<file path="src/ppc_defs.vh">
`ifndef PPC_DEFS_VH
`define PPC_DEFS_VH

// ****************************************
// port codes, address bits [6:4]
// ****************************************
`define PPC_P_E      3'h0
`define PPC_P_ADH    3'h1
`define PPC_P_ADL    3'h2
`define PPC_P_T      3'h3
`define PPC_P_P      3'h4
`define PPC_P_L      3'h5
`define PPC_P_EXT    3'h6

// ****************************************
// per-port register codes, address bits [3:0]
// ****************************************
`define PPC_R_DATA   4'h0
`define PPC_R_IN     4'h1
`define PPC_R_DIR    4'h2
`define PPC_R_PE     4'h3
`define PPC_R_PPS    4'h4
`define PPC_R_PIE    4'h5
`define PPC_R_PIF    4'h6
`define PPC_R_DIE    4'h7
`define PPC_R_RDR    4'h8

// ****************************************
// shared registers under port code 6
// ****************************************
`define PPC_X_CTRL   4'h0
`define PPC_X_OCEN   4'h1
`define PPC_X_OCFL   4'h2
`define PPC_IRQ_EDGE 0
`define PPC_IRQ_EN   1
`define PPC_IRQ_PEND 2

// ****************************************
// masks, reset values and filter counts
// ****************************************
`define PPC_CFG_RST  8'h00
`define PPC_AD_MASK  21'h0007FC
`define PPC_WOM_MASK 21'h000000
`define PPC_SYNC_RST 28'h3000000
`define PPC_FLT_FULL 3'h4
`define PPC_FLT_LAST 3'h3

`endif

</file>
<file path="src/ppc_port_ctrl.v">
// Overview of operation
// - all port pins except debug and high-voltage inputs work as GPIO
// - config registers take writes anytime; input registers are read-only
// - unimplemented register bits read as zero
// - implemented bits: E 1-0, ADH 0, ADL 7-0, T 7-0, P 1-0, L 2-0
// - input register returns the synchronised pin state, zero on AD and L pins whose digital enable is clear
// - with direction 0 the data register read returns the pin state
// - an enabled peripheral overrides the pin direction setting
// - among enabled peripherals only the highest ranked one drives the pin
// - take-control, forced-output, forced-input or no effect per feature
// - analog-capable pins give digital input only with digital enable set
// - pull enable 1 turns pull on; polarity 0 pullup, 1 pulldown
// - pulls are off whenever the pin acts as output
// - open-drain mode turns the pulldown off; no open-drain mode here, PPC_WOM_MASK is all zero
// - request sources: nonmaskable, external, AD/P/L pins, T/P over-current
// - nonmaskable pin requests only after reset initialisation
// - external maskable input is disabled after reset until enabled
// - external maskable request is level or falling-edge triggered
// - clearing the external enable withdraws a pending request at once
// - both external request pins can wake the device from stop
// - external request pins have no glitch filter
// - pin request when flag and enable are both set; one vector per port
// - edge needs 4 passive then 4 active samples, else restart
//
// Implementation choices: the strobed register port and the placing of the registers.
`timescale 1ns/100ps
`include "ppc_defs.vh"
`default_nettype none

module ppc_port_ctrl
(
    // clock and reset
    input  wire        clock,
    input  wire        rst_b,
    // register port
    input  wire [6:0]  reg_addr,
    input  wire [7:0]  reg_wdata,
    input  wire        reg_wr,
    input  wire        reg_rd,
    output reg  [7:0]  reg_rdata_q,
    // gpio pins: E[1:0], ADH, ADL[7:0], T[7:0], P[1:0]
    input  wire [20:0] pin_in,
    output reg  [20:0] pin_out_q,
    output reg  [20:0] pin_oe_b_q,
    output reg  [20:0] pull_up_q,
    output reg  [20:0] pull_dn_q,
    output reg  [1:0]  reduced_drive_q,
    // high-voltage inputs of port L
    input  wire [2:0]  high_voltage_input,
    // peripheral requests per pin, already routed
    input  wire [20:0] periph_ctl_en,
    input  wire [20:0] periph_ctl_out,
    input  wire [20:0] periph_ctl_oe,
    input  wire [20:0] periph_fout_en,
    input  wire [20:0] periph_fout_val,
    input  wire [20:0] periph_fin_en,
    // external request pins and over-current detectors
    input  wire        ext_request_pin_b,
    input  wire        nonmaskable_request_pin_b,
    input  wire        overcurrent_t,
    input  wire        overcurrent_p,
    // interrupt requests
    output reg         nmi_req_q,
    output reg         ext_irq_q,
    output reg         ad_irq_q,
    output reg         p_irq_q,
    output reg         l_irq_q,
    output reg         oc_t_irq_q,
    output reg         oc_p_irq_q,
    output reg         wake_q
);

    // ****************************************
    // storage
    // ****************************************
    reg  [7:0]  cfg_q [0:95];
    reg  [27:0] sync1_q;
    reg  [27:0] sync2_q;
    reg         irq_prev_q;
    reg  [1:0]  ext_ctl_q;
    reg  [1:0]  oce_q;
    reg  [1:0]  ocf_q;
    reg  [13:0] pif_q;
    integer     k;

    wire [2:0]  sel_p = reg_addr[6:4];
    wire [3:0]  sel_r = reg_addr[3:0];
    wire        is_ext = (sel_p == `PPC_P_EXT);
    wire        cfg_hit = (sel_p <= `PPC_P_L);

    // ****************************************
    // helper functions
    // ****************************************
    function [7:0] impl_mask;
        input [2:0] p;
        input [3:0] r;
        begin
            impl_mask = 8'h00;
            case (p)
                `PPC_P_E:
                    if (r <= `PPC_R_PPS)
                        impl_mask = 8'h03;
                `PPC_P_ADH:
                    if (r <= `PPC_R_DIE)
                        impl_mask = 8'h01;
                `PPC_P_ADL:
                    if (r <= `PPC_R_DIE)
                        impl_mask = 8'hFF;
                `PPC_P_T:
                    if (r <= `PPC_R_PPS)
                        impl_mask = 8'hFF;
                    else if (r == `PPC_R_RDR)
                        impl_mask = 8'h04;
                `PPC_P_P:
                    if (r <= `PPC_R_PIF)
                        impl_mask = 8'h03;
                    else if (r == `PPC_R_RDR)
                        impl_mask = 8'h01;
                `PPC_P_L:
                    if (r == `PPC_R_IN ||
                        (r >= `PPC_R_PPS && r <= `PPC_R_DIE))
                        impl_mask = 8'h07;
                default:
                    impl_mask = 8'h00;
            endcase
        end
    endfunction

    function [7:0] port_byte;
        input [2:0]  p;
        input [20:0] v;
        input [2:0]  l;
        begin
            case (p)
                `PPC_P_E:   port_byte = {6'h00, v[1:0]};
                `PPC_P_ADH: port_byte = {7'h00, v[2]};
                `PPC_P_ADL: port_byte = v[10:3];
                `PPC_P_T:   port_byte = v[18:11];
                `PPC_P_P:   port_byte = {6'h00, v[20:19]};
                `PPC_P_L:   port_byte = {5'h00, l};
                default:    port_byte = 8'h00;
            endcase
        end
    endfunction

    // nets, not a function, so each view follows register writes
    wire [20:0] flat [0:8];
    genvar      gr;
    generate
        for (gr = 0; gr < 9; gr = gr + 1)
        begin : flat_view
            assign flat[gr] = {cfg_q[`PPC_P_P * 16 + gr][1:0],
                               cfg_q[`PPC_P_T * 16 + gr],
                               cfg_q[`PPC_P_ADL * 16 + gr],
                               cfg_q[`PPC_P_ADH * 16 + gr][0],
                               cfg_q[`PPC_P_E * 16 + gr][1:0]};
        end
    endgenerate

    // ****************************************
    // input synchronisers
    // ****************************************
    // async pins: two flops before any logic reads them
    always @(posedge clock or negedge rst_b)
    begin
        if (!rst_b)
        begin
            sync1_q <= `PPC_SYNC_RST;
            sync2_q <= `PPC_SYNC_RST;
        end
        else
        begin
            sync1_q <= {overcurrent_p, overcurrent_t,
                        nonmaskable_request_pin_b, ext_request_pin_b,
                        high_voltage_input, pin_in};
            sync2_q <= sync1_q;
        end
    end

    // irq and nonmaskable pins pass the sync only, no filter
    wire [20:0] pin_s  = sync2_q[20:0];
    wire [2:0]  hvi_s  = sync2_q[23:21];
    wire        irq_s  = sync2_q[24];
    wire        nmi_s  = sync2_q[25];
    wire [1:0]  oc_s   = sync2_q[27:26];

    // ****************************************
    // configuration views
    // ****************************************
    wire [20:0] data_f = flat[`PPC_R_DATA];
    wire [20:0] dir_f  = flat[`PPC_R_DIR];
    wire [20:0] pe_f   = flat[`PPC_R_PE];
    wire [20:0] pps_f  = flat[`PPC_R_PPS];
    wire [20:0] pie_f  = flat[`PPC_R_PIE];
    wire [20:0] die_f  = flat[`PPC_R_DIE];
    wire [2:0]  pps_l  = cfg_q[{`PPC_P_L, `PPC_R_PPS}][2:0];
    wire [2:0]  pie_l  = cfg_q[{`PPC_P_L, `PPC_R_PIE}][2:0];
    wire [2:0]  die_l  = cfg_q[{`PPC_P_L, `PPC_R_DIE}][2:0];

    // digital input of analog-capable pins needs its enable
    wire [20:0] din_f  = pin_s & (die_f | ~`PPC_AD_MASK);
    wire [2:0]  din_l  = hvi_s & die_l;

    // ****************************************
    // pin direction and output arbitration
    // ****************************************
    // ranking: take-control, then forced output, then forced input.
    // routing of each request is resolved outside this block.
    wire [20:0] ctl_w = periph_ctl_en;
    wire [20:0] fo_w  = ~ctl_w & periph_fout_en;
    wire [20:0] fi_w  = ~ctl_w & ~periph_fout_en & periph_fin_en;
    wire [20:0] oe_w  = (ctl_w & periph_ctl_oe) | fo_w |
                        (~ctl_w & ~fo_w & ~fi_w & dir_f);
    wire [20:0] out_w = (ctl_w & periph_ctl_out) |
                        (fo_w & periph_fout_val) |
                        (~ctl_w & ~fo_w & data_f);
    wire [20:0] pu_w  = pe_f & ~pps_f & ~oe_w;
    wire [20:0] pd_w  = pe_f & pps_f & ~oe_w & ~`PPC_WOM_MASK;

    always @(posedge clock or negedge rst_b)
    begin
        if (!rst_b)
        begin
            pin_out_q       <= 21'h000000;
            pin_oe_b_q      <= 21'h1FFFFF;
            pull_up_q       <= 21'h000000;
            pull_dn_q       <= 21'h000000;
            reduced_drive_q <= 2'h0;
        end
        else
        begin
            pin_out_q       <= out_w;
            pin_oe_b_q      <= ~oe_w;
            pull_up_q       <= pu_w;
            pull_dn_q       <= pd_w;
            reduced_drive_q <= {cfg_q[{`PPC_P_P, `PPC_R_RDR}][0],
                                cfg_q[{`PPC_P_T, `PPC_R_RDR}][2]};
        end
    end

    // ****************************************
    // pin edge filters: AD[8:0], P[10:9], L[13:11]
    // ****************************************
    wire [13:0] smp_w = {din_l, din_f[20:19], din_f[10:2]};
    wire [13:0] pol_w = {pps_l, pps_f[20:19], pps_f[10:2]};
    wire [13:0] edge_w;

    genvar g;
    generate
        for (g = 0; g < 14; g = g + 1)
        begin : flt
            reg  [2:0] cnt_q;
            reg        ph_q;
            // polarity 0 falling edge, 1 rising edge
            wire act = ~(smp_w[g] ^ pol_w[g]);
            assign edge_w[g] = act & ph_q & (cnt_q == `PPC_FLT_LAST);
            always @(posedge clock or negedge rst_b)
            begin
                if (!rst_b)
                begin
                    cnt_q <= 3'h0;
                    ph_q  <= 1'b0;
                end
                else if (!act)
                begin
                    if (ph_q)
                    begin
                        cnt_q <= 3'h1;
                        ph_q  <= 1'b0;
                    end
                    else if (cnt_q != `PPC_FLT_FULL)
                        cnt_q <= cnt_q + 3'h1;
                end
                else if (ph_q)
                begin
                    if (cnt_q == `PPC_FLT_LAST)
                    begin
                        cnt_q <= 3'h0;
                        ph_q  <= 1'b0;
                    end
                    else
                        cnt_q <= cnt_q + 3'h1;
                end
                else if (cnt_q == `PPC_FLT_FULL)
                begin
                    cnt_q <= 3'h1;
                    ph_q  <= 1'b1;
                end
                else
                    cnt_q <= 3'h0;
            end
        end
    endgenerate

    // ****************************************
    // register writes
    // ****************************************
    wire wr_cfg = reg_wr & cfg_hit & (sel_r != `PPC_R_IN) &
                  (sel_r != `PPC_R_PIF);
    wire pif_wr = reg_wr & (sel_r == `PPC_R_PIF);
    wire [13:0] pif_clr = {
        (pif_wr && sel_p == `PPC_P_L)   ? reg_wdata[2:0] : 3'h0,
        (pif_wr && sel_p == `PPC_P_P)   ? reg_wdata[1:0] : 2'h0,
        (pif_wr && sel_p == `PPC_P_ADL) ? reg_wdata      : 8'h00,
        (pif_wr && sel_p == `PPC_P_ADH) ? reg_wdata[0]   : 1'b0};
    wire x_wr  = reg_wr & is_ext;
    wire ctl_wr = x_wr & (sel_r == `PPC_X_CTRL);
    wire [1:0] ocf_clr = (x_wr && sel_r == `PPC_X_OCFL) ?
                         reg_wdata[1:0] : 2'h0;

    always @(posedge clock or negedge rst_b)
    begin
        if (!rst_b)
        begin
            for (k = 0; k < 96; k = k + 1)
                cfg_q[k] <= `PPC_CFG_RST;
            pif_q     <= 14'h0000;
            ext_ctl_q <= 2'h0;
            oce_q     <= 2'h0;
            ocf_q     <= 2'h0;
        end
        else
        begin
            if (wr_cfg)
                cfg_q[reg_addr] <= reg_wdata &
                                   impl_mask(sel_p, sel_r);
            // a new edge wins over a same-cycle clear
            pif_q <= (pif_q & ~pif_clr) | edge_w;
            ocf_q <= (ocf_q & ~ocf_clr) | oc_s;
            if (ctl_wr)
                ext_ctl_q <= {reg_wdata[`PPC_IRQ_EN],
                              reg_wdata[`PPC_IRQ_EDGE]};
            if (x_wr && sel_r == `PPC_X_OCEN)
                oce_q <= reg_wdata[1:0];
        end
    end

    // ****************************************
    // external and nonmaskable requests
    // ****************************************
    wire irq_en   = ext_ctl_q[1];
    wire irq_edge = ext_ctl_q[0];
    wire irq_fall = irq_prev_q & ~irq_s;
    wire pend_clr = ctl_wr & reg_wdata[`PPC_IRQ_PEND];

    always @(posedge clock or negedge rst_b)
    begin
        if (!rst_b)
        begin
            irq_prev_q <= 1'b1;
            ext_irq_q  <= 1'b0;
            nmi_req_q  <= 1'b0;
        end
        else
        begin
            irq_prev_q <= irq_s;
            // sync flops reset passive, so no request before init
            nmi_req_q  <= ~nmi_s;
            if (!irq_en)
                ext_irq_q <= 1'b0;
            else if (irq_edge)
                ext_irq_q <= irq_fall | (ext_irq_q & ~pend_clr);
            else
                ext_irq_q <= ~irq_s;
        end
    end

    // ****************************************
    // port interrupts and wakeup
    // ****************************************
    wire [13:0] pie_w  = {pie_l, pie_f[20:19], pie_f[10:2]};
    wire [13:0] preq_w = pif_q & pie_w;

    // wake only exists while the bus clock runs; stop-mode
    // wake without a clock is left to the clock unit
    always @(posedge clock or negedge rst_b)
    begin
        if (!rst_b)
        begin
            ad_irq_q   <= 1'b0;
            p_irq_q    <= 1'b0;
            l_irq_q    <= 1'b0;
            oc_t_irq_q <= 1'b0;
            oc_p_irq_q <= 1'b0;
            wake_q     <= 1'b0;
        end
        else
        begin
            ad_irq_q   <= |preq_w[8:0];
            p_irq_q    <= |preq_w[10:9];
            l_irq_q    <= |preq_w[13:11];
            oc_t_irq_q <= ocf_q[0] & oce_q[0];
            oc_p_irq_q <= ocf_q[1] & oce_q[1];
            wake_q     <= ~nmi_s | (irq_en & ~irq_s) |
                          (|preq_w);
        end
    end

    // ****************************************
    // register reads
    // ****************************************
    wire [20:0] rdv_f = (data_f & dir_f) | (din_f & ~dir_f);
    wire [20:0] pif_f = {pif_q[10:9], 8'h00, pif_q[8:0], 2'h0};
    reg  [7:0]  rd_d;

    always @*
    begin
        rd_d = 8'h00;
        if (is_ext)
        begin
            if (sel_r == `PPC_X_CTRL)
                rd_d = {5'h00, ext_irq_q, irq_en, irq_edge};
            else if (sel_r == `PPC_X_OCEN)
                rd_d = {6'h00, oce_q};
            else if (sel_r == `PPC_X_OCFL)
                rd_d = {6'h00, ocf_q};
        end
        else if (cfg_hit)
        begin
            if (sel_r == `PPC_R_IN)
                rd_d = port_byte(sel_p, din_f, din_l);
            else if (sel_r == `PPC_R_DATA)
                rd_d = port_byte(sel_p, rdv_f, 3'h0);
            else if (sel_r == `PPC_R_PIF)
                rd_d = port_byte(sel_p, pif_f, pif_q[13:11]);
            else
                rd_d = cfg_q[reg_addr];
            rd_d = rd_d & impl_mask(sel_p, sel_r);
        end
    end

    always @(posedge clock or negedge rst_b)
    begin
        if (!rst_b)
            reg_rdata_q <= 8'h00;
        else if (reg_rd)
            reg_rdata_q <= rd_d;
        else
            reg_rdata_q <= 8'h00;
    end

endmodule

`default_nettype wire

</file>
<file path="config.mk">
export PLATFORM = sky130hd
export DESIGN_NAME = ppc_port_ctrl
export DESIGN_NICKNAME = d
export VERILOG_FILES = /design/src/ppc_port_ctrl.v
export VERILOG_INCLUDE_DIRS = /design/src
export SDC_FILE = /design/constraint.sdc
export NUM_CORES = 2
export LEC_CHECK = 0
export ABC_AREA = 1
export ABC_CLOCK_PERIOD_IN_PS = 4400
export BUFFER_PORTS_ARGS = -buffer_cell sky130_fd_sc_hd__buf_2
export CORE_MARGIN = 4
export CORE_UTILIZATION = 40
export CTS_BUF_LIST = sky130_fd_sc_hd__clkbuf_16
export DETAILED_ROUTE_END_ITERATION = 10
export PLACE_DENSITY_LB_ADDON = 0.15
export SLEW_MARGIN = 10
export SYNTH_ARGS = -nofsm -noshare
export SYNTH_HDL_FRONTEND = slang
export SYNTH_SLANG_ARGS = --single-unit
</file>
<file path="constraint.sdc">
create_clock -name clock -period 4.4 [get_ports clock]
set_input_delay 0.66 -clock clock [delete_from_list [all_inputs] [get_ports clock]]
set_output_delay 0.66 -clock clock [all_outputs]
set_load 0.01 [all_outputs]
</file>
After elaboration in Yosys (flattened, before gate mapping):

Cells that the tools add are included.

* add/sub/neg operators: 14
* order comparisons: 7
* eq/ne operators: 68
* muxes and demuxes: 179
* bitwise logic cells: 114
* reductions and logical operators: 15

Operator list (count)
* 768-bit bitwise mux: 1
* 21-bit AND: 17
* 3-bit two-way mux: 73
* 8-bit two-way mux: 19
* 21-bit NOT: 7
* 21-bit bitwise OR: 5
* 8-bit case mux with 6 select lines: 2
* 1-bit two-way mux: 75
* 8-bit binary-select mux with 7-bit select: 1
* 8-bit demux with 7-bit select: 1
* 3-bit equality test (second input constant): 17
* 3-bit by 2-bit equality test with 1-bit output (second input constant): 16
* 3-bit by 1-bit adder with 3-bit output (second input constant): 14
* 3-bit by 2-bit != test with 1-bit output (second input constant): 14
* 3-bit != test (second input constant): 14
* 1-bit AND: 40
* 8-bit case mux with 5 select lines: 1
* 8-bit case mux with 4 select lines: 1
* 14-bit AND: 2
* 1-bit NOT: 17
* 8-bit AND: 2
* 14-bit NOT: 1
* 14-bit bitwise OR: 1
* 14-bit OR reduction: 1
* 27 further kinds: 55

* register bits after elaboration: 1003
* bits of input ports: 173
* output and inout bits: 102
* word-level logic and storage cells: 542

Logic depth before layout (Yosys ltp):

* word-level depth: 13
* gate-level depth with buffers: 23
* depth with buffers taken out: 21

Worst setup path after synthesis:

OpenSTA, ideal clock, no wires.

* kind: input -> register
* start point: input port reg_addr[1]
* end point: register reg_rdata_q[6]
* library setup time: 0.123 ns
* data arrival time: 2.166 ns
* required time: 4.277 ns
* path slack: 2.110 ns
* stages on the path: 15
* path buffers: 3
* cell sequence: buf_4 nand2_2 buf_2 clkbuf_1 o22ai_1 o21ai_0 nand3_1 a21oi_1 nand3_1 nand2_1 nand2_1 nand2_1 nand2_1 nand2_1 a21oi_1

* cells in the longest elaborated chain, start to end: 13
* elaborated cells between the ends (all ways): 24
* classes of those cells: order compare (2); eq/ne (2); mux (17); bitwise (2); reduce/logical (1)

Ends and longest elaborated chain
* start, declared: RTL line ppc_port_ctrl.v:36 `input wire [6:0] reg_addr,`
* 7-bit NOT with 8-bit output (implied by the code): RTL line ppc_port_ctrl.v:427 `rd_d = cfg_q[reg_addr];`
* 8-bit binary-select mux with 7-bit select: RTL line ppc_port_ctrl.v:427
* 8-bit two-way mux (implied by the code) (2 in a row): RTL line ppc_port_ctrl.v:427
* 8-bit two-way mux: RTL line ppc_port_ctrl.v:424 `` else if (sel_r == `PPC_R_PIF) ``
* 8-bit two-way mux: RTL line ppc_port_ctrl.v:422 `` else if (sel_r == `PPC_R_DATA) ``
* 8-bit two-way mux: RTL line ppc_port_ctrl.v:420 `` if (sel_r == `PPC_R_IN) ``
* 8-bit two-way mux: RTL line ppc_port_ctrl.v:418 `else if (cfg_hit)`
* 8-bit two-way mux: RTL line ppc_port_ctrl.v:409 `if (is_ext)`
* 8-bit AND: RTL line ppc_port_ctrl.v:428 `rd_d = rd_d & impl_mask(sel_p, sel_r);`
* 8-bit two-way mux: RTL line ppc_port_ctrl.v:418
* 8-bit two-way mux (*): RTL line ppc_port_ctrl.v:409
* 8-bit two-way mux (*): RTL line ppc_port_ctrl.v:436 `else if (reg_rd)`
* end signal, assigned: RTL line ppc_port_ctrl.v:437 `reg_rdata_q <= rd_d;`
* end, declared: RTL line ppc_port_ctrl.v:40 `output reg [7:0] reg_rdata_q,`

Every way passes the cells marked *; elsewhere a longest branch is shown, timed or not. The select of a mux whose other input is x is not followed.
A chain may end at the register's enable or synchronous reset.

Worst setup path after layout:

* start point: input port reg_addr[1]
* end point: register reg_rdata_q[0]

The elaborated chain is that of the path after synthesis.

==> results_dict.tcl <==
set metrics [dict create \
    syn_area_per_cell_um2 8.521 \
    setup_ws_ps 1149 \
    place_congestion 0.8812 \
    synth.area.mux_share_pct 0 \
    max_stage_delay_ps 470 \
    netlist_area_um2 43330 \
    worstMarginPinSlew_ps 1180 \
    period_share_pct 73.88 \
    syn_inst 5085 \
    dieHeight_um 337.1 \
    outcome "finished clean" \
    ys.flop_type "dfrtp_1" \
    worstPathArrival_ps 3810 \
    holdWs_ps 71.22 \
    vias_per_cell 5.002 \
    start_util_pct 40.36 \
    cts_resized 0 \
    route.detailed.drc 0 \
    fin_crit_ps 3251 \
    dpl_worst_slack_ps 610.5 \
    cp_common_cell "nand2_1" \
    post-synth-top-count-cell "nand2_1" \
    clk_pin_slew_ps 60 \
    powerDensity_nw_per_um2 452.4 \
    synth_edf_count 0 \
    stdcell_count 6795 \
    port_buffers 274 \
    wirelength_um 136400 \
    dieArea_um2 113700 \
    synthAdderAreaFrac_pct 1.617 \
    cts-root-buf "clkbuf_16" \
    required_ps 4960 \
    grt_max_degree 147 \
    dieWidth_um 337.1 \
    critPathCaptureType "register" \
    cts_tree "done" \
    power_leakage_nw 25.91 \
    setup_viol 0 \
    setup.worst_path.class "in2reg" \
    crit_fanout 28 \
    finalNetCount 5528 \
    coreArea_um2 107400 \
    dp.final_hpwl_um 95370 \
    dp.cells 6589 \
    synth_largest_area_cell "dfrtp_1" \
    synth_async_sr_flop_share_pct 100.0 \
    synth.top_cells.by_area "dfrtp_1, nand2_1, inv_1" \
    tns_ps 0 \
    timing.fmax_mhz 307.6 \
    area_growth_pct 14.42 \
    overflow 0 \
    cts_made_buffers 110 \
    vias 33987 \
    first_iter_violations 3013 \
    critical-path-top-delay-family "simple AND/OR/NAND/NOR gates" \
    h-tree-depth 3 \
    ir_drop_mv 0.3618 \
    numClockSinks 1003 \
    drive_gt1_share_pct 11.48 \
    io-pin-count 275 \
    synth_top_family_by_area "simple AND/OR/NAND/NOR gates" \
    synth_fp_nets 5314 \
    synth_compound_area_share_pct 11.26 \
    yosysWarnings 0 \
    ys_seq_elements 1003 \
    clkLatencyLatePin_ps 700 \
    critical_path_buf_inv_count 3 \
    wl_per_cell_um 20.08 \
    synth_top_area_share_pct 56.42 \
    cp_cell_sequence "buf_4 -> buf_4 -> nand2_4 -> buf_4 -> o22ai_1 -> o21ai_0 -> a21oi_1 -> o21ai_0 -> nand2_1 -> nor2_1 -> nand2_1 -> nand2_1 -> nand2_1 -> nand2_1 -> nand2_1 -> nand2_1 -> a21oi_1" \
    relSlewSlack_pct 21.06 \
    rows 120 \
    ys_seq_area_share_pct 58.00 \
    grt_pass1_wl_um 206800 \
    postLayoutCoreUtil_pct 46.18 \
    synth_cell_types 45 \
    hold_viol 0 \
    grt_antenna_before_repair 4 \
    first_pass_iters 6 \
    hp-class "in2reg" \
    cap_viol_max_count 0 \
    first_global_vias 32991 \
    synth-simple-area-share_pct 18.46 \
    slowest_stage "buf_4" \
    cts_buffer_depth 3 \
    finalClockSkew_ps 24.97 \
    track_usage_pct 23.95 \
    rsz0062_at_grt "false" \
    slew_viol_final 0 \
    start_kind "input port" \
    synth_common_cells "nand2_1, dfrtp_1, inv_1, nor2_1, o21ai_0" \
    ant_nets 0 \
    synth-xor-area-share_pct 0.1415 \
]
registers in the layout, summed over array words and instances, names as in the netlist, 8 cells and up:
signal and count:
sync1_q 28, pin_out_q 21, sync2_q 28, pull_up_q 21
pull_dn_q 21, pin_oe_b_q 21, pif_q 14, reg_rdata_q 8
flt.ph_q 14, flt.cnt_q 42, cfg_q 768
layout by cell type, fill, tap and decap left out, types with 7 or more instances in the layout:
master	n
nor2_2	22
o21ai_0	340
o31ai_1	7
a32o_1	8
nand4_1	11
o221ai_1	16
a22oi_1	70
buf_4	63
xor2_1	7
ha_1	56
nand3_1	129
dfrtp_1	977
inv_2	24
o211ai_1	26
bufinv_16	9
nor2_4	13
dfstp_2	26
clkbuf_16	112
clkinv_1	24
o21ai_1	32
o2111ai_1	8
buf_12	12
buf_2	271
nand2_1	999
o22ai_1	105
nor2_1	838
a21oi_1	168
clkinv_2	27
a211oi_1	16
o311ai_0	14
inv_1	907
cell type report:
cell class	instances	area [um^2]
Antenna cell	1	2.502
Timing Repair Buffer	349	2106
Clock buffer	112	2803
Tap cell	1403	1755
Multi-Input combinational cell	2923	13670
Fill cell	10586	57770
Inverter	912	3433
Sequential cell	1003	25130
Clock inverter	92	676.9
worst paths after layout:
path / from / to / slack, ps / cells past startpoint
worst max-delay path: reg_addr[1] / reg_rdata_q[0] / 1150 / 17
min in group asynchronous: rst_b / cfg_q[699] / 470 / 2
worst min register to register: sync1_q[0] / sync2_q[0] / 350 / 0
worst max register to register: cfg_q[506] / reg_rdata_q[2] / 1820 / 18
worst min-delay path: ext_request_pin_b / sync1_q[24] / 70 / 1
max in group asynchronous: rst_b / cfg_q[344] / 2590 / 4
what timing repair did:
| item | in CTS | in global routing |
|---|---|---|
| buffers inserted | 0 | 0 |
| endpoints found under the hold margin | 29 | 0 |
| hold buffers | 1 | 0 |
| endpoints found under the setup margin | 0 | 0 |
power by group:
| group | leakage, nW | internal (mW) | switching, mW |
|---|---|---|---|
| Clock | 1.79 | 5.13 | 3.88 |
| Combinational | 13.2 | 0.997 | 1.93 |
| Sequential | 10.9 | 10.1 | 0.411 |
kinds of logic after synthesis:
family | count (synthesis)
compound gates | 833
xor+xnor | 7
fa+ha+maj | 56
buf+inv | 1159
simple gates | 2027
flops | 1003
per-stage QoR:
| step | power (mW) | instance area (um^2) |
|---|---|---|
| finish | 22.43 | 49580 |
| global route | 23.50 | 49580 |
| CTS | 22.59 | 49580 |
| detailed placement | 13.59 | 46090 |
| global placement | 13.52 | 46090 |
| floorplan | 12.42 | 43330 |
layer usage:
layer / vias up / wire length (um) / global-route usage [%]
li1: 16102 / - / -
met1: 16589 / 60550 / 34.07
met2: 1067 / 62580 / 37.63
met3: 227 / 9141 / 4.408
met4: 2 / 4126 / 6.903
met5: - / 14 / 0
(Power assumes the default switching activity.)
